$ cat config.mk
export PLATFORM = sky130hd
export DESIGN_NAME = dhs_top
export DESIGN_NICKNAME = d
export VERILOG_FILES = /design/src/include/dhs_pkg.sv /design/src/include/dhs_ramp_if.sv /design/src/hw/dhs_ramp.sv /design/src/hw/dhs_top.sv
export SDC_FILE = /design/constraint.sdc
export NUM_CORES = 1
export LEC_CHECK = 0
export BUFFER_PORTS_ARGS = -buffer_cell sky130_fd_sc_hd__buf_2
export CAP_MARGIN = 20
export CORE_MARGIN = 5
export CORE_UTILIZATION = 56
export CTS_BUF_LIST = sky130_fd_sc_hd__clkbuf_2
export DETAILED_ROUTE_END_ITERATION = 10
export PLACE_DENSITY = 0.77
export SLEW_MARGIN = 15
export SYNTH_ARGS = -nofsm -noshare
export SYNTH_HDL_FRONTEND = slang
export SYNTH_SLANG_ARGS = --single-unit
$ cat constraint.sdc
create_clock -name clk -period 7.9 [get_ports clk]
set_input_delay 0.395 -clock clk [delete_from_list [all_inputs] [get_ports clk]]
set_output_delay 0.395 -clock clk [all_outputs]
set_load 0.02 [all_outputs]
$ cat src/include/dhs_pkg.sv
package dhs_pkg;
    // ------------------------------------------------------------
    // Register map, byte addresses on the APB window
    // ------------------------------------------------------------
    localparam logic [7:0] ADDR_CTRL    = 8'h00;
    localparam logic [7:0] ADDR_CFG     = 8'h04;
    localparam logic [7:0] ADDR_HSPD    = 8'h08;
    localparam logic [7:0] ADDR_CSPD    = 8'h0C;
    localparam logic [7:0] ADDR_STAT    = 8'h10;
    localparam logic [7:0] ADDR_ERR     = 8'h14;
    localparam logic [7:0] ADDR_IRQ_ST  = 8'h18;
    localparam logic [7:0] ADDR_IRQ_CLR = 8'h1C;
    localparam logic [7:0] ADDR_IRQ_EN  = 8'h20;
    localparam logic [7:0] ADDR_ACCEL   = 8'h24;
    localparam logic [7:0] ADDR_REV     = 8'h28;
    // ------------------------------------------------------------
    // Field positions
    // ------------------------------------------------------------
    localparam int CTRL_START   = 0;
    localparam int CTRL_STOP    = 1;
    localparam int CTRL_RESTART = 2;
    localparam int CFG_DIR      = 0;
    localparam int CFG_METHOD   = 1;
    localparam int CFG_RETRY    = 2;
    localparam int CFG_ACC_LO   = 4;
    localparam int ST_BUSY      = 0;
    localparam int ST_STOPPED   = 1;
    localparam int ST_ERROR     = 2;
    localparam int ST_REQUEST   = 3;
    localparam int ST_COMPLETE  = 4;
    localparam int IRQ_DONE     = 0;
    localparam int IRQ_ERR      = 1;
    // ------------------------------------------------------------
    // Error codes and reset values
    // ------------------------------------------------------------
    localparam logic [15:0] ERR_START_AT_ZERO = 16'd201;
    localparam logic [15:0] ERR_NO_RESTART    = 16'd209;
    localparam logic [15:0] ERR_ZERO_NOT_PASS = 16'd210;
    localparam logic [15:0] RST_HSPD  = 16'h1000;
    localparam logic [15:0] RST_CSPD  = 16'h0100;
    localparam logic [31:0] RST_ACCEL = 32'h08040201;
    localparam logic [15:0] RST_REV   = 16'h1000;
    // ------------------------------------------------------------
    // Ramp update tick
    // ------------------------------------------------------------
    localparam int CLK_MHZ      = 125;
    localparam int RAMP_TICK_US = 1;
    localparam int RAMP_TICK_CYC = RAMP_TICK_US * CLK_MHZ;
    localparam logic [7:0] TICK_LAST = 8'(RAMP_TICK_CYC - 1);
    // Gray codes along the usual path
    typedef enum logic [3:0] {
        DHS_IDLE      = 4'h0,
        DHS_HS_RUN    = 4'h1,
        DHS_DEC_CREEP = 4'h3,
        DHS_CREEP     = 4'h2,
        DHS_DOG_STOP  = 4'h6,
        DHS_CREEP_Z   = 4'h7,
        DHS_REV_MOVE  = 4'h5,
        DHS_REV_WAIT  = 4'h4,
        DHS_FAST_RUN  = 4'hC,
        DHS_ERR_STOP  = 4'hD
    } dhs_state_t;
endpackage

$ cat src/include/dhs_ramp_if.sv
`timescale 1ns/1ns
// Speed command path between sequencer and ramp generator
interface dhs_ramp_if;
    logic        tick;
    logic        halt;
    logic [15:0] target;
    logic [7:0]  rate;
    logic [15:0] speed;
    logic        step;
    logic        at_target;
    modport ctrl (output tick, halt, target, rate,
                  input speed, step, at_target);
    modport ramp (input tick, halt, target, rate,
                  output speed, step, at_target);
endinterface

$ cat src/hw/dhs_ramp.sv
`timescale 1ns/1ns
module dhs_ramp
(
    input wire logic clk,
    input wire logic rst_n,
    dhs_ramp_if.ramp rif
);
    // ------------------------------------------------------------
    // Speed ramp
    // ------------------------------------------------------------
    logic [15:0] diff_up;
    logic [15:0] diff_dn;
    logic [15:0] rate_w;
    logic [16:0] acc_d;
    logic [15:0] acc_q;

    assign diff_up = rif.target - rif.speed;
    assign diff_dn = rif.speed - rif.target;
    assign rate_w  = {8'h00, rif.rate};
    assign acc_d   = {1'b0, acc_q} + {1'b0, rif.speed};

    // Clamp each step so the ramp never overshoots its target
    always_ff @(posedge clk)
    begin
        if (!rst_n || rif.halt)
            rif.speed <= 16'h0000;
        else if (rif.tick && rif.speed < rif.target)
            rif.speed <= rif.speed +
                ((diff_up < rate_w) ? diff_up : rate_w);
        else if (rif.tick && rif.speed > rif.target)
            rif.speed <= rif.speed -
                ((diff_dn < rate_w) ? diff_dn : rate_w);
    end

    // Phase accumulator: one step pulse per carry out
    always_ff @(posedge clk)
    begin
        if (!rst_n)
        begin
            acc_q    <= 16'h0000;
            rif.step <= 1'b0;
        end
        else
        begin
            acc_q    <= acc_d[15:0];
            rif.step <= acc_d[16];
        end
    end

    always_ff @(posedge clk)
    begin
        if (!rst_n)
            rif.at_target <= 1'b1;
        else
            rif.at_target <= (rif.speed == rif.target);
    end
endmodule

$ cat src/hw/dhs_top.sv
`timescale 1ns/1ns
module dhs_top
(
    input  wire logic        clk,
    input  wire logic        rst_n,
    input  wire logic        psel,
    input  wire logic        penable,
    input  wire logic        pwrite,
    input  wire logic [7:0]  paddr,
    input  wire logic [31:0] pwdata,
    output logic [31:0]      prdata,
    output logic             pready,
    output logic             pslverr,
    input  wire logic        dog_in,
    input  wire logic        zphase_in,
    input  wire logic        inpos_in,
    input  wire logic        zspd_in,
    output logic             step_out,
    output logic             dir_out,
    output logic             irq
);
    // ------------------------------------------------------------
    // Declarations
    // ------------------------------------------------------------
    dhs_ramp_if rif ();
    dhs_pkg::dhs_state_t state_q;

    logic [5:0]  cfg_q;
    logic [15:0] homing_speed_param_q;
    logic [15:0] creep_speed_param_q;
    logic [31:0] accel_q;
    logic [15:0] rev_steps_q;
    logic [15:0] rev_cnt_q;
    logic [15:0] err_code_q;
    logic [1:0]  irq_st_q;
    logic [1:0]  irq_en_q;
    logic [7:0]  tick_cnt_q;
    logic        tick_q;
    logic        dog_q;
    logic        z_q;
    logic        req_q;
    logic        cmp_q;
    logic        stopped_q;
    logic        z_seen_q;
    logic        rev_q;
    logic        fall_seen_q;
    logic        method_q;
    logic        home_dir_q;
    logic        dir_q;
    logic        halt_q;
    logic        done_q;
    logic        e210_q;
    logic        busy;
    logic        wr_en;
    logic        start_req;
    logic        stop_req;
    logic        restart_req;
    logic        e201;
    logic        e209;
    logic        go;
    logic        dog_rise;
    logic        dog_fall;
    logic        z_rise;
    logic        at_zero;
    logic        homing_direction_param;
    logic        homing_method_param;
    logic        homing_retry_param;
    logic [1:0]  homing_accel_select_param;
    logic [31:0] axis_status_word;
    logic [31:0] rd_data;
    logic        rd_err;

    assign homing_direction_param    = cfg_q[dhs_pkg::CFG_DIR];
    assign homing_method_param       = cfg_q[dhs_pkg::CFG_METHOD];
    assign homing_retry_param        = cfg_q[dhs_pkg::CFG_RETRY];
    assign homing_accel_select_param =
        cfg_q[dhs_pkg::CFG_ACC_LO +: 2];

    // ------------------------------------------------------------
    // Command decode
    // ------------------------------------------------------------
    // Writes land only on the edge that completes the access phase
    assign wr_en = psel && penable && pready && pwrite;
    assign start_req = wr_en && paddr == dhs_pkg::ADDR_CTRL &&
                       pwdata[dhs_pkg::CTRL_START];
    assign stop_req = wr_en && paddr == dhs_pkg::ADDR_CTRL &&
                      pwdata[dhs_pkg::CTRL_STOP];
    assign restart_req = wr_en && paddr == dhs_pkg::ADDR_CTRL &&
                         pwdata[dhs_pkg::CTRL_RESTART];
    assign busy = (state_q != dhs_pkg::DHS_IDLE);
    // A second homing with no retry is refused
    assign e201 = start_req && !busy && cmp_q &&
                  !homing_retry_param;
    assign e209 = restart_req && stopped_q && !busy;
    assign go   = start_req && !busy && !e201;
    assign dog_rise = dog_in && !dog_q;
    assign dog_fall = !dog_in && dog_q;
    assign z_rise   = zphase_in && !z_q;
    assign at_zero  = (rif.speed == 16'h0000);

    // Inputs are synchronous; one stage serves edge detection
    always_ff @(posedge clk)
    begin
        if (!rst_n)
        begin
            dog_q <= 1'b0;
            z_q   <= 1'b0;
        end
        else
        begin
            dog_q <= dog_in;
            z_q   <= zphase_in;
        end
    end

    // ------------------------------------------------------------
    // Ramp tick divider
    // ------------------------------------------------------------
    always_ff @(posedge clk)
    begin
        if (!rst_n)
        begin
            tick_cnt_q <= 8'h00;
            tick_q     <= 1'b0;
        end
        else
        begin
            tick_q <= (tick_cnt_q == dhs_pkg::TICK_LAST);
            if (tick_cnt_q == dhs_pkg::TICK_LAST)
                tick_cnt_q <= 8'h00;
            else
                tick_cnt_q <= tick_cnt_q + 8'h01;
        end
    end

    // ------------------------------------------------------------
    // Speed command
    // ------------------------------------------------------------
    // Target follows the state; the ramp does the slope
    always_comb
    begin
        rif.tick = tick_q;
        rif.halt = halt_q;
        rif.rate = accel_q[8*homing_accel_select_param +: 8];
        case (state_q)
            dhs_pkg::DHS_HS_RUN,
            dhs_pkg::DHS_REV_MOVE,
            dhs_pkg::DHS_FAST_RUN:
                rif.target = homing_speed_param_q;
            dhs_pkg::DHS_DEC_CREEP,
            dhs_pkg::DHS_CREEP,
            dhs_pkg::DHS_CREEP_Z:
                rif.target = creep_speed_param_q;
            default:
                rif.target = 16'h0000;
        endcase
    end

    dhs_ramp u_ramp
    (
        .clk   (clk),
        .rst_n (rst_n),
        .rif   (rif)
    );

    // ------------------------------------------------------------
    // Homing sequencer
    // ------------------------------------------------------------
    // The stop command overrides every motion state
    always_ff @(posedge clk)
    begin
        if (!rst_n)
        begin
            state_q     <= dhs_pkg::DHS_IDLE;
            method_q    <= 1'b0;
            home_dir_q  <= 1'b0;
            dir_q       <= 1'b0;
            rev_q       <= 1'b0;
            fall_seen_q <= 1'b0;
            rev_cnt_q   <= 16'h0000;
            halt_q      <= 1'b0;
            done_q      <= 1'b0;
            e210_q      <= 1'b0;
        end
        else
        begin
            halt_q <= 1'b0;
            done_q <= 1'b0;
            e210_q <= 1'b0;
            if (stop_req && busy)
                state_q <= dhs_pkg::DHS_ERR_STOP;
            else
            begin
                case (state_q)
                    dhs_pkg::DHS_IDLE:
                        if (go)
                        begin
                            method_q   <= homing_method_param;
                            home_dir_q <= homing_direction_param;
                            dir_q      <= homing_direction_param;
                            if (dog_in)
                                state_q <= dhs_pkg::DHS_CREEP;
                            else
                                state_q <= dhs_pkg::DHS_HS_RUN;
                        end
                    dhs_pkg::DHS_HS_RUN:
                        if (dog_rise)
                            state_q <= dhs_pkg::DHS_DEC_CREEP;
                    // Dog assumed on; the settled flag lags one cycle
                    dhs_pkg::DHS_DEC_CREEP:
                        if (rif.at_target && rif.speed == rif.target)
                            state_q <= dhs_pkg::DHS_CREEP;
                    dhs_pkg::DHS_CREEP:
                        if (dog_fall)
                        begin
                            rev_q <= !z_seen_q;
                            if (z_seen_q || method_q)
                                state_q <= dhs_pkg::DHS_DOG_STOP;
                            else
                            begin
                                e210_q  <= 1'b1;
                                state_q <= dhs_pkg::DHS_ERR_STOP;
                            end
                        end
                    dhs_pkg::DHS_DOG_STOP:
                        if (at_zero && rev_q)
                        begin
                            dir_q     <= !home_dir_q;
                            rev_cnt_q <= 16'h0000;
                            state_q   <= dhs_pkg::DHS_REV_MOVE;
                        end
                        else if (at_zero)
                            state_q <= dhs_pkg::DHS_CREEP_Z;
                    dhs_pkg::DHS_CREEP_Z:
                        if (z_rise)
                        begin
                            halt_q  <= 1'b1;
                            done_q  <= 1'b1;
                            state_q <= dhs_pkg::DHS_IDLE;
                        end
                    // Step count stands in for one motor turn
                    dhs_pkg::DHS_REV_MOVE:
                        if (rif.step && rev_cnt_q + 16'h0001 >= rev_steps_q)
                        begin
                            halt_q  <= 1'b1;
                            state_q <= dhs_pkg::DHS_REV_WAIT;
                        end
                        else if (rif.step)
                            rev_cnt_q <= rev_cnt_q + 16'h0001;
                    // Settling is left to the amplifier
                    dhs_pkg::DHS_REV_WAIT:
                        if (inpos_in && zspd_in)
                        begin
                            dir_q       <= home_dir_q;
                            fall_seen_q <= 1'b0;
                            state_q     <= dhs_pkg::DHS_FAST_RUN;
                        end
                    // Dog on is ignored here, no creep
                    dhs_pkg::DHS_FAST_RUN:
                    begin
                        if (dog_fall)
                            fall_seen_q <= 1'b1;
                        if (fall_seen_q && z_rise)
                        begin
                            halt_q  <= 1'b1;
                            done_q  <= 1'b1;
                            state_q <= dhs_pkg::DHS_IDLE;
                        end
                    end
                    dhs_pkg::DHS_ERR_STOP:
                        if (at_zero)
                            state_q <= dhs_pkg::DHS_IDLE;
                    default:
                        state_q <= dhs_pkg::DHS_IDLE;
                endcase
            end
        end
    end

    // Marker seen since the start
    always_ff @(posedge clk)
    begin
        if (!rst_n || go)
            z_seen_q <= 1'b0;
        else if (busy && z_rise)
            z_seen_q <= 1'b1;
    end

    // ------------------------------------------------------------
    // Status flags
    // ------------------------------------------------------------
    // Request stays set until a homing really completes
    always_ff @(posedge clk)
    begin
        if (!rst_n)
        begin
            req_q     <= 1'b1;
            cmp_q     <= 1'b0;
            stopped_q <= 1'b0;
        end
        else
        begin
            if (done_q)
            begin
                cmp_q <= 1'b1;
                req_q <= 1'b0;
            end
            else if (go)
            begin
                cmp_q <= 1'b0;
                req_q <= 1'b1;
            end
            if (stop_req && busy)
                stopped_q <= 1'b1;
            else if (go)
                stopped_q <= 1'b0;
        end
    end

    // Error code: a new error beats a software clear
    always_ff @(posedge clk)
    begin
        if (!rst_n)
            err_code_q <= 16'h0000;
        else if (e201)
            err_code_q <= dhs_pkg::ERR_START_AT_ZERO;
        else if (e209)
            err_code_q <= dhs_pkg::ERR_NO_RESTART;
        else if (e210_q)
            err_code_q <= dhs_pkg::ERR_ZERO_NOT_PASS;
        else if (wr_en && paddr == dhs_pkg::ADDR_ERR)
            err_code_q <= 16'h0000;
    end

    // Sticky interrupt status, set wins over clear
    always_ff @(posedge clk)
    begin
        if (!rst_n)
        begin
            irq_st_q <= 2'b00;
            irq      <= 1'b0;
        end
        else
        begin
            irq_st_q[dhs_pkg::IRQ_DONE] <= done_q ||
                (irq_st_q[dhs_pkg::IRQ_DONE] &&
                 !(wr_en && paddr == dhs_pkg::ADDR_IRQ_CLR &&
                   pwdata[dhs_pkg::IRQ_DONE]));
            irq_st_q[dhs_pkg::IRQ_ERR] <= e201 || e209 || e210_q ||
                (irq_st_q[dhs_pkg::IRQ_ERR] &&
                 !(wr_en && paddr == dhs_pkg::ADDR_IRQ_CLR &&
                   pwdata[dhs_pkg::IRQ_ERR]));
            irq <= |(irq_st_q & irq_en_q);
        end
    end

    // Motion outputs registered at the pins
    always_ff @(posedge clk)
    begin
        if (!rst_n)
        begin
            step_out <= 1'b0;
            dir_out  <= 1'b0;
        end
        else
        begin
            step_out <= rif.step;
            dir_out  <= dir_q;
        end
    end

    // ------------------------------------------------------------
    // APB register file
    // ------------------------------------------------------------
    // Settings take effect at the next start or ramp tick, but rev_steps_q and irq_en_q act at once
    always_ff @(posedge clk)
    begin
        if (!rst_n)
        begin
            cfg_q                <= 6'h00;
            homing_speed_param_q <= dhs_pkg::RST_HSPD;
            creep_speed_param_q  <= dhs_pkg::RST_CSPD;
            accel_q              <= dhs_pkg::RST_ACCEL;
            rev_steps_q          <= dhs_pkg::RST_REV;
            irq_en_q             <= 2'b00;
        end
        else if (wr_en)
        begin
            case (paddr)
                dhs_pkg::ADDR_CFG:    cfg_q <= pwdata[5:0];
                dhs_pkg::ADDR_HSPD:   homing_speed_param_q <= pwdata[15:0];
                dhs_pkg::ADDR_CSPD:   creep_speed_param_q <= pwdata[15:0];
                dhs_pkg::ADDR_ACCEL:  accel_q <= pwdata;
                dhs_pkg::ADDR_REV:    rev_steps_q <= pwdata[15:0];
                dhs_pkg::ADDR_IRQ_EN: irq_en_q <= pwdata[1:0];
                default:              cfg_q <= cfg_q;
            endcase
        end
    end

    assign axis_status_word = {27'h0000000, cmp_q, req_q,
                               err_code_q != 16'h0000, stopped_q, busy};

    // Read mux; unmapped addresses answer with an error
    always_comb
    begin
        rd_err = 1'b0;
        case (paddr)
            dhs_pkg::ADDR_CTRL:    rd_data = 32'h00000000;
            dhs_pkg::ADDR_CFG:     rd_data = {26'h0000000, cfg_q};
            dhs_pkg::ADDR_HSPD:    rd_data = {16'h0000, homing_speed_param_q};
            dhs_pkg::ADDR_CSPD:    rd_data = {16'h0000, creep_speed_param_q};
            dhs_pkg::ADDR_STAT:    rd_data = axis_status_word;
            dhs_pkg::ADDR_ERR:     rd_data = {16'h0000, err_code_q};
            dhs_pkg::ADDR_IRQ_ST:  rd_data = {30'h00000000, irq_st_q};
            dhs_pkg::ADDR_IRQ_CLR: rd_data = 32'h00000000;
            dhs_pkg::ADDR_IRQ_EN:  rd_data = {30'h00000000, irq_en_q};
            dhs_pkg::ADDR_ACCEL:   rd_data = accel_q;
            dhs_pkg::ADDR_REV:     rd_data = {16'h0000, rev_steps_q};
            default:
            begin
                rd_data = 32'h00000000;
                rd_err  = 1'b1;
            end
        endcase
    end

    // One wait state: pready rises in the second access cycle
    always_ff @(posedge clk)
    begin
        if (!rst_n)
        begin
            pready  <= 1'b0;
            prdata  <= 32'h00000000;
            pslverr <= 1'b0;
        end
        else
        begin
            pready  <= psel && penable && !pready;
            pslverr <= psel && penable && !pready && rd_err;
            if (psel && penable && !pready && !pwrite)
                prdata <= rd_data;
        end
    end
endmodule

# After elaboration in Yosys (flattened, before gate mapping)
# Index checks and enable logic that the tools add are counted.
op_classes:
  n_addsub: 7
  eq_ne: 45
  reduce_logical: 90
  mux: 48
  shifts: 1
  magnitude_cmp: 5
  bitwise: 5
op_table:
  columns: ["operator", "n"]
  rows:
  - ["32-bit one-hot mux with 9 select lines", 1]
  - ["16-bit 2-to-1 mux", 7]
  - ["16-bit one-hot mux with 2 select lines", 2]
  - ["4-bit 2-to-1 mux", 13]
  - ["16-bit subtractor", 3]
  - ["4-bit one-hot mux with 10 select lines", 1]
  - ["1-bit logical AND", 34]
  - ["8-bit by 5-bit equality test with 1-bit output, second input constant", 4]
  - ["16-bit by 8-bit less-than comparator with 1-bit output", 2]
  - ["8-bit 2-to-1 mux", 4]
  - ["32-bit by 6-bit indexed part select with 8-bit output", 1]
  - ["3-bit != test, second input constant", 10]
  - ["8-bit by 6-bit equality test with 1-bit output, second input constant", 3]
  - ["2-bit != test, second input constant", 12]
  - ["10-bit AND reduction", 2]
  - ["16-bit by 16-bit adder with 17-bit output", 1]
  - ["16-bit by 1-bit adder with 16-bit output, second input constant", 1]
  - ["16-bit adder", 1]
  - ["16-bit equality test", 1]
  - ["4-bit by 3-bit equality test with 1-bit output, second input constant", 4]
  - ["8-bit by 4-bit equality test with 1-bit output, second input constant", 2]
  - ["16-bit greater-or-equal comparator", 1]
  - ["16-bit > comparator", 1]
  - ["16-bit logical NOT", 1]
  - ["other kinds (31)", 89]
word_totals:
  wordCells: 240
  output_inout_bits: 37
  input_bits: 49
  register_bits: 210

# Depth between registers and ports, before layout
# Gate-level depths: netlist (run 1).
logic_depth:
  word_depth: 13
  depth_mapped: 42
  mapped_depth_nobuf: 38

# Cells and area by module
# From an unflattened synthesis (run 1), not the netlist that was laid out.
unflattened:
  hier_cells: 1729
  area_unflattened_um2: 13449.1
by_module_without_submodules:
  columns: ["module", "area_per_inst_um2", "seq_area_each_um2", "n_inst", "cells_per_inst"]
  rows:
  - ["dhs_top", 8590.7, 3503.4, 1, 1084]
  - ["dhs_ramp", 4858.4, 680.7, 1, 645]

# Least setup slack after synthesis (run 1)
# Ideal clock, no wire load.
synth_path:
  path_type: "register to register"
  start: "register state_q[2]"
  end: "register u_ramp.rif.speed[15]"
  path_slack_ns: 0.323
  setup_time_ns: 0.082
  path_buffers: 3
  period_less_slack_ns: 7.577
  t_arrival_ns: 7.495
  required_ns: 7.818
  path_stages_with_launch: 35
  cell_sequence: "dfxtp_1 -> clkbuf_1 -> nor2b_1 -> a21oi_1 -> nor2_1 -> a22oi_1 -> inv_1 -> ha_1 -> nor2b_1 -> o2111a_1 -> nor3_1 -> xnor2_1 -> ha_1 -> a211oi_1 -> o22a_1 -> nand4_1 -> a2111oi_2 -> nand4_1 -> buf_6 -> buf_2 -> a21oi_1 -> ha_1 -> nand2_1 -> or3_1 -> or4_1 -> o211a_1 -> ha_1 -> and2_1 -> o211ai_1 -> o211ai_1 -> o211ai_1 -> nor2_1 -> a211oi_1 -> mux4_1 -> o2111ai_1"
synth_between:
  elab_chain_cells: 9
  word_cells_on_any_way: 24
  classes_between: "add/sub: 4; order compare: 4; eq/ne: 6; mux: 5; reduce/logical: 5"
synth_lines:
  columns: ["element", "line_no", "text"]
  rows:
  - ["from (decl)", "dhs_top.sv:26", "dhs_pkg::dhs_state_t state_q;"]
  - ["from (signal assigned)", "dhs_top.sv:174", "state_q <= dhs_pkg::DHS_IDLE;"]
  - ["from (signal assigned)", "dhs_top.sv:191", "state_q <= dhs_pkg::DHS_ERR_STOP;"]
  - ["from (signal assigned)", "dhs_top.sv:202", "state_q <= dhs_pkg::DHS_CREEP;"]
  - ["4-bit by 3-bit equality test with 1-bit output, or another cell as far along", "dhs_top.sv:145", "case (state_q)"]
  - ["3-bit OR reduction", "dhs_top.sv:145", null]
  - ["16-bit one-hot mux with 2 select lines *", "dhs_top.sv:145", null]
  - ["16-bit subtractor", "dhs_ramp.sv:18", "assign diff_dn = rif.speed - rif.target;"]
  - ["16-bit by 8-bit less-than comparator with 1-bit output", "dhs_ramp.sv:32", "((diff_dn < rate_w) ? diff_dn : rate_w);"]
  - ["16-bit 2-to-1 mux", "dhs_ramp.sv:32", null]
  - ["16-bit subtractor", "dhs_ramp.sv:31", "rif.speed <= rif.speed -"]
  - ["16-bit 2-to-1 mux", "dhs_ramp.sv:30", "else if (rif.tick && rif.speed > rif.target)"]
  - ["16-bit 2-to-1 mux", "dhs_ramp.sv:27", "else if (rif.tick && rif.speed < rif.target)"]
  - ["to (signal assigned)", "dhs_ramp.sv:28", "rif.speed <= rif.speed +"]
  - ["to (signal assigned)", "dhs_ramp.sv:31", null]
  - ["to (decl)", "dhs_ramp_if.sv:14", "output speed, step, at_target);"]
# Every way passes the cells marked *; elsewhere a longest branch is shown, timed or not. The select of a mux whose other input is x is not followed.
# A chain may end at the register's enable or synchronous reset.

# Worst setup path after layout (run 1)
layout_path:
  start: "register state_q[3]"
  end: "register u_ramp.rif.speed[15]"
# The elaborated chain is that of the path after synthesis.

==> flow_metrics.env, run 1 <==
export IMPL_synth_area_top_cells="dfxtp_1, ha_1, nand2_1"
export IMPL_ys_seq_area_frac=0.317
export IMPL_synth_area_sq_mm=0.0132
export IMPL_slew_headroom=0.304
export IMPL_syn_nets=1850
export IMPL_vdd_drop_max_mv=0.138
export IMPL_cp_arrival_ps=8020
export IMPL_gp_congestion=0.996
export IMPL_antenna_found_initial=1
export IMPL_crit_required_ps=8600
export IMPL_syn_inst=1698
export IMPL_cpLargestDelayFamily="compound AO/OA/AOI/OAI gates"
export IMPL_synth_edf_count=0
export IMPL_leakage_nw=6.06
export IMPL_cts_buffers_inserted=53
export IMPL_synth_top_area_frac=0.317
export IMPL_tns_ps=0
export IMPL_dieWidth_um=164
export IMPL_yosys_warnings=0
export IMPL_path_common_cell="o211ai_1"
export IMPL_clock_latency_ps=840
export IMPL_grt_total_usage=0.287
export IMPL_grt_start_max_net_pins=92
export IMPL_utilization=0.636
export IMPL_cts_max_level=2
export IMPL_vias=13100
export IMPL_firstDrtPassIters=6
export IMPL_critPathSlowestCell="mux4_1"
export IMPL_fin_crit_sh=0.926
export IMPL_hold_viol=0
export IMPL_hold_class="primary input to flip-flop"
export IMPL_ys_async_sr_fraction=0
export IMPL_crit_path_end_kind="flip-flop"
export IMPL_routedWlPerCell_um=18.1
export IMPL_ios=86
export IMPL_port_buffers=85
export IMPL_dieArea_sq_mm=0.0268
export IMPL_die_height_um=164
export IMPL_ys_ff_latch=209
export IMPL_p_per_area_mw_per_mm2=183
export IMPL_crit_path_max_incr_delay_ps=580
export IMPL_synth_cell_types=88
export IMPL_finalWorstSetupSlack_ps=582
export IMPL_syn_to_final_growth_pct=12.5
export IMPL_startpoint="state_q[3]$_SDFFE_PN0P_"
export IMPL_rsz0062_at_grt="false"
export IMPL_rows=56
export IMPL_pre_cts_ws_ps=11.0
export IMPL_regArea_sq_mm=0.00419
export IMPL_worst_path_buf_inv=2
export IMPL_critical_path_endpoint="u_ramp.rif.speed[15]$_SDFFE_PP0P_"
export IMPL_reg2reg_from="state_q[3]$_SDFFE_PN0P_"
export IMPL_final_layout_size_suffix_gt1_frac=0.137
export IMPL_start_util=0.566
export IMPL_setup_viol=0
export IMPL_grt_ovfl_total=0
export IMPL_cp_max_fo=15
export IMPL_max_freq_mhz=137
export IMPL_min_period_ps=7320
export IMPL_fillers=2092
export IMPL_path_class="flip-flop to flip-flop"
export IMPL_drt_iter0_markers=1346
export IMPL_clockRootBuffer="clkbuf_2"
export IMPL_multi_input_area_sq_mm=0.00840
export IMPL_drc=0
export IMPL_dpl_hpwl_um=28700
export IMPL_worst_slew_pin_slew_ps=1040
export IMPL_detail_route_vias_per_cell=6.06
export IMPL_finClkSkew_ps=69.1
export IMPL_r2r_slack_ps=580
export IMPL_path_clk_slew_ps=110
export IMPL_ant_nets=0
export IMPL_wl_um=39200
export IMPL_cts_tree="done"
export IMPL_status="complete, no violations"
export IMPL_synth_largest_area_cell="dfxtp_1"
export IMPL_ys_flop_type="dfxtp_1"
export IMPL_cap_viol_max_count=0
export IMPL_grt_pass1_vias=12300
export IMPL_final_nets=1968
export IMPL_cts_path_max_buffers=3
export IMPL_startpoint_type="flip-flop"
export IMPL_cp_depth=32
export IMPL_reg2regPathDepth=32
export IMPL_core_area_sq_mm=0.0233
export IMPL_report_final_slew_viol_count=0
export IMPL_r2r_end="u_ramp.rif.speed[15]$_SDFFE_PP0P_"
export IMPL_syn_area_per_cell_sq_um=7.78
export IMPL_grt_pass1_wl_um=62500
export IMPL_cts_sinks=209
[cell usage after synthesis, drive strengths merged (7+ instances only)]
master    n
nand3b    9
clkbuf   75
nor4     11
xnor2    39
and3     16
buf      19
mux2i    10
a211oi   12
a22oi    61
nand2b   11
and2     19
nor2    128
mux4      9
a21o     24
ha       99
o211ai    7
nand2   264
dfxtp   209
xor2     26
nand4    14
nor2b    21
nor3     37
a21oi   172
o21ai    83
or3      13
a31oi    27
a221oi   12
inv      86
o21a     10
nand3    92
[per-stage QoR]
stage | total power, W | instances | cell area (sq um) | hold WS [ps]
2_1_floorplan | 0.00177 | 1698 | 13200 | 424
5_1_grt | 0.00288 | 2166 | 14900 | 77.3
3_5_place_dp | 0.00196 | 2038 | 13900 | 456
6_report | 0.00272 | 2166 | 14900 | 88.4
4_1_cts | 0.00269 | 2161 | 14700 | 35.2
3_3_place_gp | 0.00195 | 2037 | 13900 | 446
[cell families (layout without fill, tap and decap cells)]
group | count (synthesis) | after routing | synth area share
adders and majority gates | 103 | 103 | 0.0999
and+or+nand+nor | 659 | 659 | 0.235
muxes | 21 | 21 | 0.0252
xor gates and xnor gates | 65 | 65 | 0.0431
DFF | 209 | 209 | 0.317
AOI/OAI and AO/OA | 461 | 461 | 0.224
buffers and inverters | 180 | 328 | 0.0563
other | 0 | 1 | 0
[registers in the layout, summed over array words and instances, names as in the netlist, 8 cells and up]
signal and cells:
rev_cnt_q 16, creep_speed_param_q 16, accel_q 32, u_ramp.acc_q 16
u_ramp.rif.speed 16, rev_steps_q 16, homing_speed_param_q 16, tick_cnt_q 8
prdata 32
[layout by cell type (no fill, tap or decap), drive strengths merged, types with 6 or more instances in the layout]
cell type | Yosys | routed
dlygate4sd3 | 0 | 38
or3 | 13 | 13
a2111oi | 6 | 6
o21ai | 83 | 83
clkinv | 0 | 7
a211oi | 12 | 12
and3 | 16 | 16
nor2 | 128 | 128
nand2 | 264 | 264
nand4 | 14 | 14
nand3b | 9 | 9
mux4 | 9 | 9
o211ai | 7 | 7
a21oi | 172 | 172
a21o | 24 | 24
ha | 99 | 99
dfxtp | 209 | 209
nor3b | 6 | 6
nor4 | 11 | 11
inv | 86 | 87
nor2b | 21 | 21
nand2b | 11 | 11
xor2 | 26 | 26
o21a | 10 | 10
mux2i | 10 | 10
a22oi | 61 | 61
clkbuf | 75 | 74
a221oi | 12 | 12
a31oi | 27 | 27
nand3 | 92 | 92
buf | 19 | 119
xnor2 | 39 | 39
and2 | 19 | 19
nor3 | 37 | 37
or4 | 6 | 6
[final cells by class]
class	count	share of cell area
multi-input combinational	1309	0.565
sequential	209	0.282
timing repair buffer	157	0.0730
tap	319	0.0269
clock buffer	74	0.0249
inverter	86	0.0219
clock inverter	11	0.00556
antenna	1	0.000169
[where the power goes]
group          leakage (nW)  total (W)  switching [W]  internal, W
Sequential             1.69    0.00108      0.0000129      0.00107
Clock                 0.339   0.000726       0.000442     0.000284
Combinational          4.03   0.000907       0.000516     0.000391
[worst reg2reg max path, delay by kind of cell (launching register included)]
family / cells / cell delay [ps]
AND/OR/NAND/NOR: 11 / 2050
multiplexers: 1 / 580
flip-flops: 1 / 390
adder cells (fa/ha/maj): 5 / 1400
AO/OA/AOI/OAI: 12 / 2310
XOR/XNOR: 1 / 200
buffers and inverters: 2 / 260
[worst min-delay path by stage]
stage | from | end | slack (ps) | depth (start not counted)
2_1_floorplan | dir_q$_SDFFE_PN0P_ | dir_out$_SDFF_PN0_ | 420 | 1
3_3_place_gp | cfg_q[3]$_SDFFE_PN0P_ | cfg_q[3]$_SDFFE_PN0P_ | 450 | 2
3_5_place_dp | dir_q$_SDFFE_PN0P_ | dir_out$_SDFF_PN0_ | 460 | 1
4_1_cts | paddr[6] | pslverr$_SDFF_PN0_ | 40 | 5
5_1_grt | pwrite | prdata[13]$_SDFFE_PN0P_ | 80 | 4
6_report | paddr[6] | pslverr$_SDFF_PN0_ | 90 | 5
[metal layers]
metal / up-vias / GRT usage / part of all wire
li1: 6311 / - / -
met1: 6131 / 0.365 / 0.41
met2: 600 / 0.485 / 0.48
met3: 88 / 0.0525 / 0.085
met4: 0 / 0.112 / 0.033
met5: - / 0 / 0
[repair_timing]
| action | CTS | global route |
|---|---|---|
| hold buffers | 38 | 0 |
| hold endpoints to repair | 98 | 0 |
| endpoints found under the setup margin | 1 | 3 |
| setup buffers | 0 | 3 |
| resized for setup | 1 | 21 |
| pin swaps | 0 | 5 |
(Power assumes the default switching activity.)
==> run 2: changes to the inputs <==
CORE_ASPECT_RATIO = 0.75   (was not set)
CTS_BUF_LIST = sky130_fd_sc_hd__clkbuf_4 sky130_fd_sc_hd__clkbuf_8   (was sky130_fd_sc_hd__clkbuf_2)
==> run 2 against run 1 <==
Effect of this change: critical path depth up 6; via count is essentially flat; global-route usage grew 1.4 points; utilization is 0.20 points higher; maximum frequency fell by 2.6%; final cell count is 3.6% lower; hold slack lost 19 ps.
==> flow_metrics.env, run 2 (same netlist as run 1, synthesis figures left out) <==
export IMPL_status="complete, no violations"
export IMPL_crit_path_max_incr_delay_ps=590
export IMPL_power_frac_clock=0.349
export IMPL_antenna_found_initial=1
export IMPL_p_sw_w=0.00101
export IMPL_worst_slew_pin_slew_ps=1130
export IMPL_grt_total_usage=0.301
export IMPL_min_delay_start="pwdata[18]"
export IMPL_dr_wl_met3_um=5460
export IMPL_top_layer_used="met5"
export IMPL_crit_required_ps=8340
export IMPL_startpoint_type="flip-flop"
export IMPL_path_common_cell="nor2_1"
export IMPL_wl_met1_um=18900
export IMPL_gp_congestion=1.03
export IMPL_cts_max_level=2
export IMPL_leakage_nw=5.98
export IMPL_crit_path_end_kind="flip-flop"
export IMPL_antennaDiodeCount=0
export IMPL_cp_max_fo=5
export IMPL_p_seq_frac=0.352
export IMPL_finClkSkew_ps=12.9
export IMPL_cts_path_max_buffers=3
export IMPL_met2WireLength_um=16800
export IMPL_dieWidth_um=187
export IMPL_wl_um=42000
export IMPL_cts_buffers_inserted=35
export IMPL_ant_nets=0
export IMPL_cts_tree="done"
export IMPL_critPathSlowestCell="mux4_1"
export IMPL_p_per_area_mw_per_mm2=208
export IMPL_finalWorstSetupSlack_ps=386
export IMPL_vias=13100
export IMPL_place_area_sq_mm=0.0139
export IMPL_cp_arrival_ps=7950
export IMPL_fin_area_sq_mm=0.0148
export IMPL_report_final_slew_viol_count=0
export IMPL_path_clk_slew_ps=60
export IMPL_top_regs="accel_q: 32 flops, prdata: 32 flops"
export IMPL_clockRootBuffer="clkbuf_8"
export IMPL_reg2reg_from="state_q[2]$_SDFFE_PN0P_"
export IMPL_grt_start_max_net_pins=102
export IMPL_hold_class="primary input to flip-flop"
export IMPL_detail_route_vias_per_cell=6.29
export IMPL_start_util=0.571
export IMPL_p_comb_frac=0.299
export IMPL_path_class="flip-flop to flip-flop"
export IMPL_hold_viol=0
export IMPL_r2r_slack_ps=390
export IMPL_startpoint="state_q[2]$_SDFFE_PN0P_"
export IMPL_ios=86
export IMPL_cpLargestDelayFamily="compound AO/OA/AOI/OAI gates"
export IMPL_final_common_cell="nand2_1"
export IMPL_final_nets=1916
export IMPL_power_internal_w=0.00206
export IMPL_clock_latency_ps=530
export IMPL_dieArea_sq_mm=0.0268
export IMPL_die_height_um=143
export IMPL_rows=48
export IMPL_cap_viol_max_count=0
export IMPL_setup_viol=0
export IMPL_switching_share=0.329
export IMPL_final_layout_size_suffix_gt1_frac=0.134
export IMPL_core_area_sq_mm=0.0231
export IMPL_drc=0
export IMPL_grt_pass1_wl_um=65200
export IMPL_layout_common_cells="nand2_1, dfxtp_1, a21oi_1"
export IMPL_utilization=0.638
export IMPL_vdd_drop_max_mv=0.133
export IMPL_grt_pass1_vias=11900
export IMPL_fin_crit_sh=0.951
export IMPL_min_period_ps=7510
export IMPL_drt_iter0_markers=1751
export IMPL_slew_headroom=0.248
export IMPL_grt_ovfl_total=0
export IMPL_firstDrtPassIters=7
export IMPL_port_buffers=85
export IMPL_routedWlPerCell_um=20.1
export IMPL_worst_path_buf_inv=3
export IMPL_dpl_hpwl_um=31000
export IMPL_max_freq_mhz=133
export IMPL_pre_cts_ws_ps=11.6
export IMPL_cts_sinks=209
export IMPL_syn_to_final_growth_pct=11.8
## run 2: cell types whose count changed in the layout (fill, tap and decap cells not counted), sizes merged
cell / change
clkbuf: -23
buf: +4
bufinv: +1
dlygate4sd3: -38
clkinv: -2
diode: -1
clkinvlp: -1
## run 2: metal layers
layer,global-route usage,up-vias
met1,0.449,6147
met5,0,-
li1,-,6174
met3,0.0946,73
met2,0.422,722
met4,0.0708,2
## run 2: repair_timing
item,4_1_cts,5_1_grt
pin swaps,0,5
resized for setup,0,18
gates cloned,0,0
setup buffers,1,3
setup endpoints to repair,1,2
hold buffers,0,0
## run 2: area by class of cell
cell class | instances | area, sq um
inverters | 86 | 325
well taps | 300 | 375
clock inverters | 9 | 101
flip-flops and latches | 209 | 4180
clock buffers | 51 | 671
fillers | 2044 | 8360
repair buffers | 123 | 718
multi-input cells | 1309 | 8390
## run 2: through the flow
| step | std cells | power (W) | hold WS, ps | TNS [ps] |
|---|---|---|---|---|
| detailed placement | 2023 | 0.00196 | 446 | 0 |
| CTS | 2084 | 0.00302 | 51.1 | 0 |
| floorplan | 1698 | 0.00177 | 424 | 0 |
| global route | 2087 | 0.00322 | 73.2 | -58.8 |
| finish | 2087 | 0.00307 | 69.8 | 0 |
| global placement | 2022 | 0.00195 | 440 | 0 |
## run 2: path summary, 6_finish.rpt
check	to	cells past startpoint
worst max-delay path	u_ramp.rif.speed[15]$_SDFFE_PP0P_	38
worst min-delay path	accel_q[18]$_SDFFE_PN1P_	3
worst max register to register	u_ramp.rif.speed[15]$_SDFFE_PP0P_	38
worst min register to register	dir_out$_SDFF_PN0_	1
## run 2: worst min-delay path, stage by stage
cell and delay [ps]:
buf_2 70, nand2_1 40, nand3_1 60
## run 2: power groups by stage
stage	Combinational [W]	Clock, W	Sequential (W)
2_1_floorplan	0.000666	0	0.00111
3_3_place_gp	0.000843	0	0.00110
3_5_place_dp	0.000856	0	0.00110
4_1_cts	0.000859	0.00108	0.00108
5_1_grt	0.00100	0.00114	0.00108
6_report	0.000921	0.00107	0.00108
==> run 3: changes to the inputs <==
GPL_TIMING_DRIVEN = 0   (was not set)
SLEW_MARGIN = not set   (was 15)
==> run 3 against run 2 <==
Effect of this change: maximum frequency shrank 1.1%; non-clock buffer count grew 74; largest power group unchanged; die area is the same.
==> flow_metrics.env, run 3 (same netlist as run 1, synthesis figures left out) <==
export IMPL_finClkSkew_ps=23.5
export IMPL_min_period_ps=7600
export IMPL_crit_path_end_kind="flip-flop"
export IMPL_rows=48
export IMPL_clock_latency_ps=530
export IMPL_cts_max_level=2
export IMPL_report_final_slew_viol_count=0
export IMPL_vdd_drop_max_mv=0.140
export IMPL_drc=0
export IMPL_p_per_area_mw_per_mm2=209
export IMPL_grt_total_usage=0.310
export IMPL_grt_start_max_net_pins=12
export IMPL_start_util=0.571
export IMPL_core_area_sq_mm=0.0231
export IMPL_layout_common_cells="nand2_1, dfxtp_1, a21oi_1"
export IMPL_cp_max_fo=11
export IMPL_firstDrtPassIters=7
export IMPL_routedWlPerCell_um=20.0
export IMPL_gp_congestion=1.02
export IMPL_crit_required_ps=8350
export IMPL_syn_to_final_growth_pct=14.3
export IMPL_grt_pass1_vias=12200
export IMPL_cts_buffers_inserted=35
export IMPL_clockRootBuffer="clkbuf_8"
export IMPL_final_common_cell="nand2_1"
export IMPL_fin_crit_sh=0.962
export IMPL_dpl_hpwl_um=33000
export IMPL_die_height_um=143
export IMPL_worst_slew_pin_slew_ps=1220
export IMPL_hold_viol=0
export IMPL_port_buffers=82
export IMPL_detail_route_vias_per_cell=6.28
export IMPL_startpoint_type="flip-flop"
export IMPL_vias=13600
export IMPL_cts_path_max_buffers=3
export IMPL_holdWs_ps=82.1
export IMPL_place_area_sq_mm=0.0140
export IMPL_max_freq_mhz=132
export IMPL_wl_um=43200
export IMPL_ant_nets=0
export IMPL_critPathSlowestCell="mux4_2"
export IMPL_utilization=0.653
export IMPL_path_class="flip-flop to flip-flop"
export IMPL_cts_hold_buf=0
export IMPL_final_nets=1990
export IMPL_drt_iter0_markers=1758
export IMPL_ios=86
export IMPL_antennaDiodeCount=0
export IMPL_top_regs="accel_q: 32 flops, prdata: 32 flops"
export IMPL_dieWidth_um=187
export IMPL_cts_tree="done"
export IMPL_grt_ovfl_total=0
export IMPL_slew_headroom=0.183
export IMPL_antenna_found_initial=0
export IMPL_cap_viol_max_count=0
export IMPL_cp_arrival_ps=8050
export IMPL_setup_viol=0
export IMPL_status="complete, no violations"
export IMPL_cts_sinks=209
export IMPL_fin_area_sq_mm=0.0151
export IMPL_grt_pass1_wl_um=66900
export IMPL_hold_class="primary input to flip-flop"
export IMPL_path_clk_slew_ps=60
export IMPL_dieArea_sq_mm=0.0268
export IMPL_leakage_nw=6.07
export IMPL_final_layout_size_suffix_gt1_frac=0.137
export IMPL_crit_path_max_incr_delay_ps=540
export IMPL_fillers=2014
[run 3: cell types whose count changed in the layout (fill, tap and decap cells not counted), sizes merged]
cell	delta
buf	+2
bufinv	-1
clkbuf	+74
clkinvlp	+1
[run 3: report_power, final]
| group | total (W) | switching, W | leakage, nW | internal, W |
|---|---|---|---|---|
| Clock | 0.00103 | 0.000459 | 0.391 | 0.000571 |
| Combinational | 0.00103 | 0.000602 | 3.99 | 0.000428 |
| Sequential | 0.00110 | 0.0000241 | 1.69 | 0.00107 |
| Total | 0.00316 | 0.00108 | 6.07 | 0.00207 |
[run 3: worst max-delay path, delay by kind of cell, from the launching register on]
family / cells / cell delay [ps]
compound gates: 14 / 2990
simple gates: 11 / 1510
fa+ha+maj: 4 / 1160
buf+inv: 5 / 770
mux: 1 / 540
flops: 1 / 410
xor+xnor: 1 / 140
[run 3: layer usage]
layer	share of wire	track usage	vias up
met3	0.13	0.0870	80
met4	0.023	0.0720	0
met1	0.45	0.465	6366
met2	0.40	0.440	828
li1	-	-	6319
met5	0	0	-
[run 3: final timing paths]
kind	to	slack (ps)	depth (start not counted)	from
max reg2reg	u_ramp.rif.speed[15]$_SDFFE_PP0P_	300	36	state_q[2]$_SDFFE_PN0P_
min	accel_q[18]$_SDFFE_PN1P_	80	3	pwdata[18]
min reg2reg	dir_out$_SDFF_PN0_	460	1	dir_q$_SDFFE_PN0P_
max	u_ramp.rif.speed[15]$_SDFFE_PP0P_	300	36	state_q[2]$_SDFFE_PN0P_
[run 3: timing repair]
| action | in CTS | in global routing |
|---|---|---|
| setup buffers | 6 | 18 |
| cloned | 0 | 1 |
| resized for setup | 43 | 11 |
| setup endpoints to repair | 9 | 5 |
| pin swaps | 9 | 18 |
[run 3: cell type report]
class,count,area (sq um),share of cell area
flip-flops and latches,209,4200,0.278
inverters,86,323,0.0214
multi-input cells,1309,8430,0.559
well taps,300,375,0.0249
clock inverters,9,78.8,0.00522
clock buffers,53,661,0.0438
plain buffers,90,422,0.0279
repair buffers,107,608,0.0403
[run 3: metrics by stage]
step / setup WS [ps] / cells / setup TNS, ps / total power (W)
after floorplan: 323 / 1698 / 0 / 0.00177
after global placement: -1280 / 2080 / -4370 / 0.00200
after detailed placement: -1400 / 2080 / -5560 / 0.00201
after CTS: 9.83 / 2145 / 0 / 0.00306
after global routing: -8.49 / 2163 / -8.49 / 0.00330
final: 301 / 2163 / 0 / 0.00316
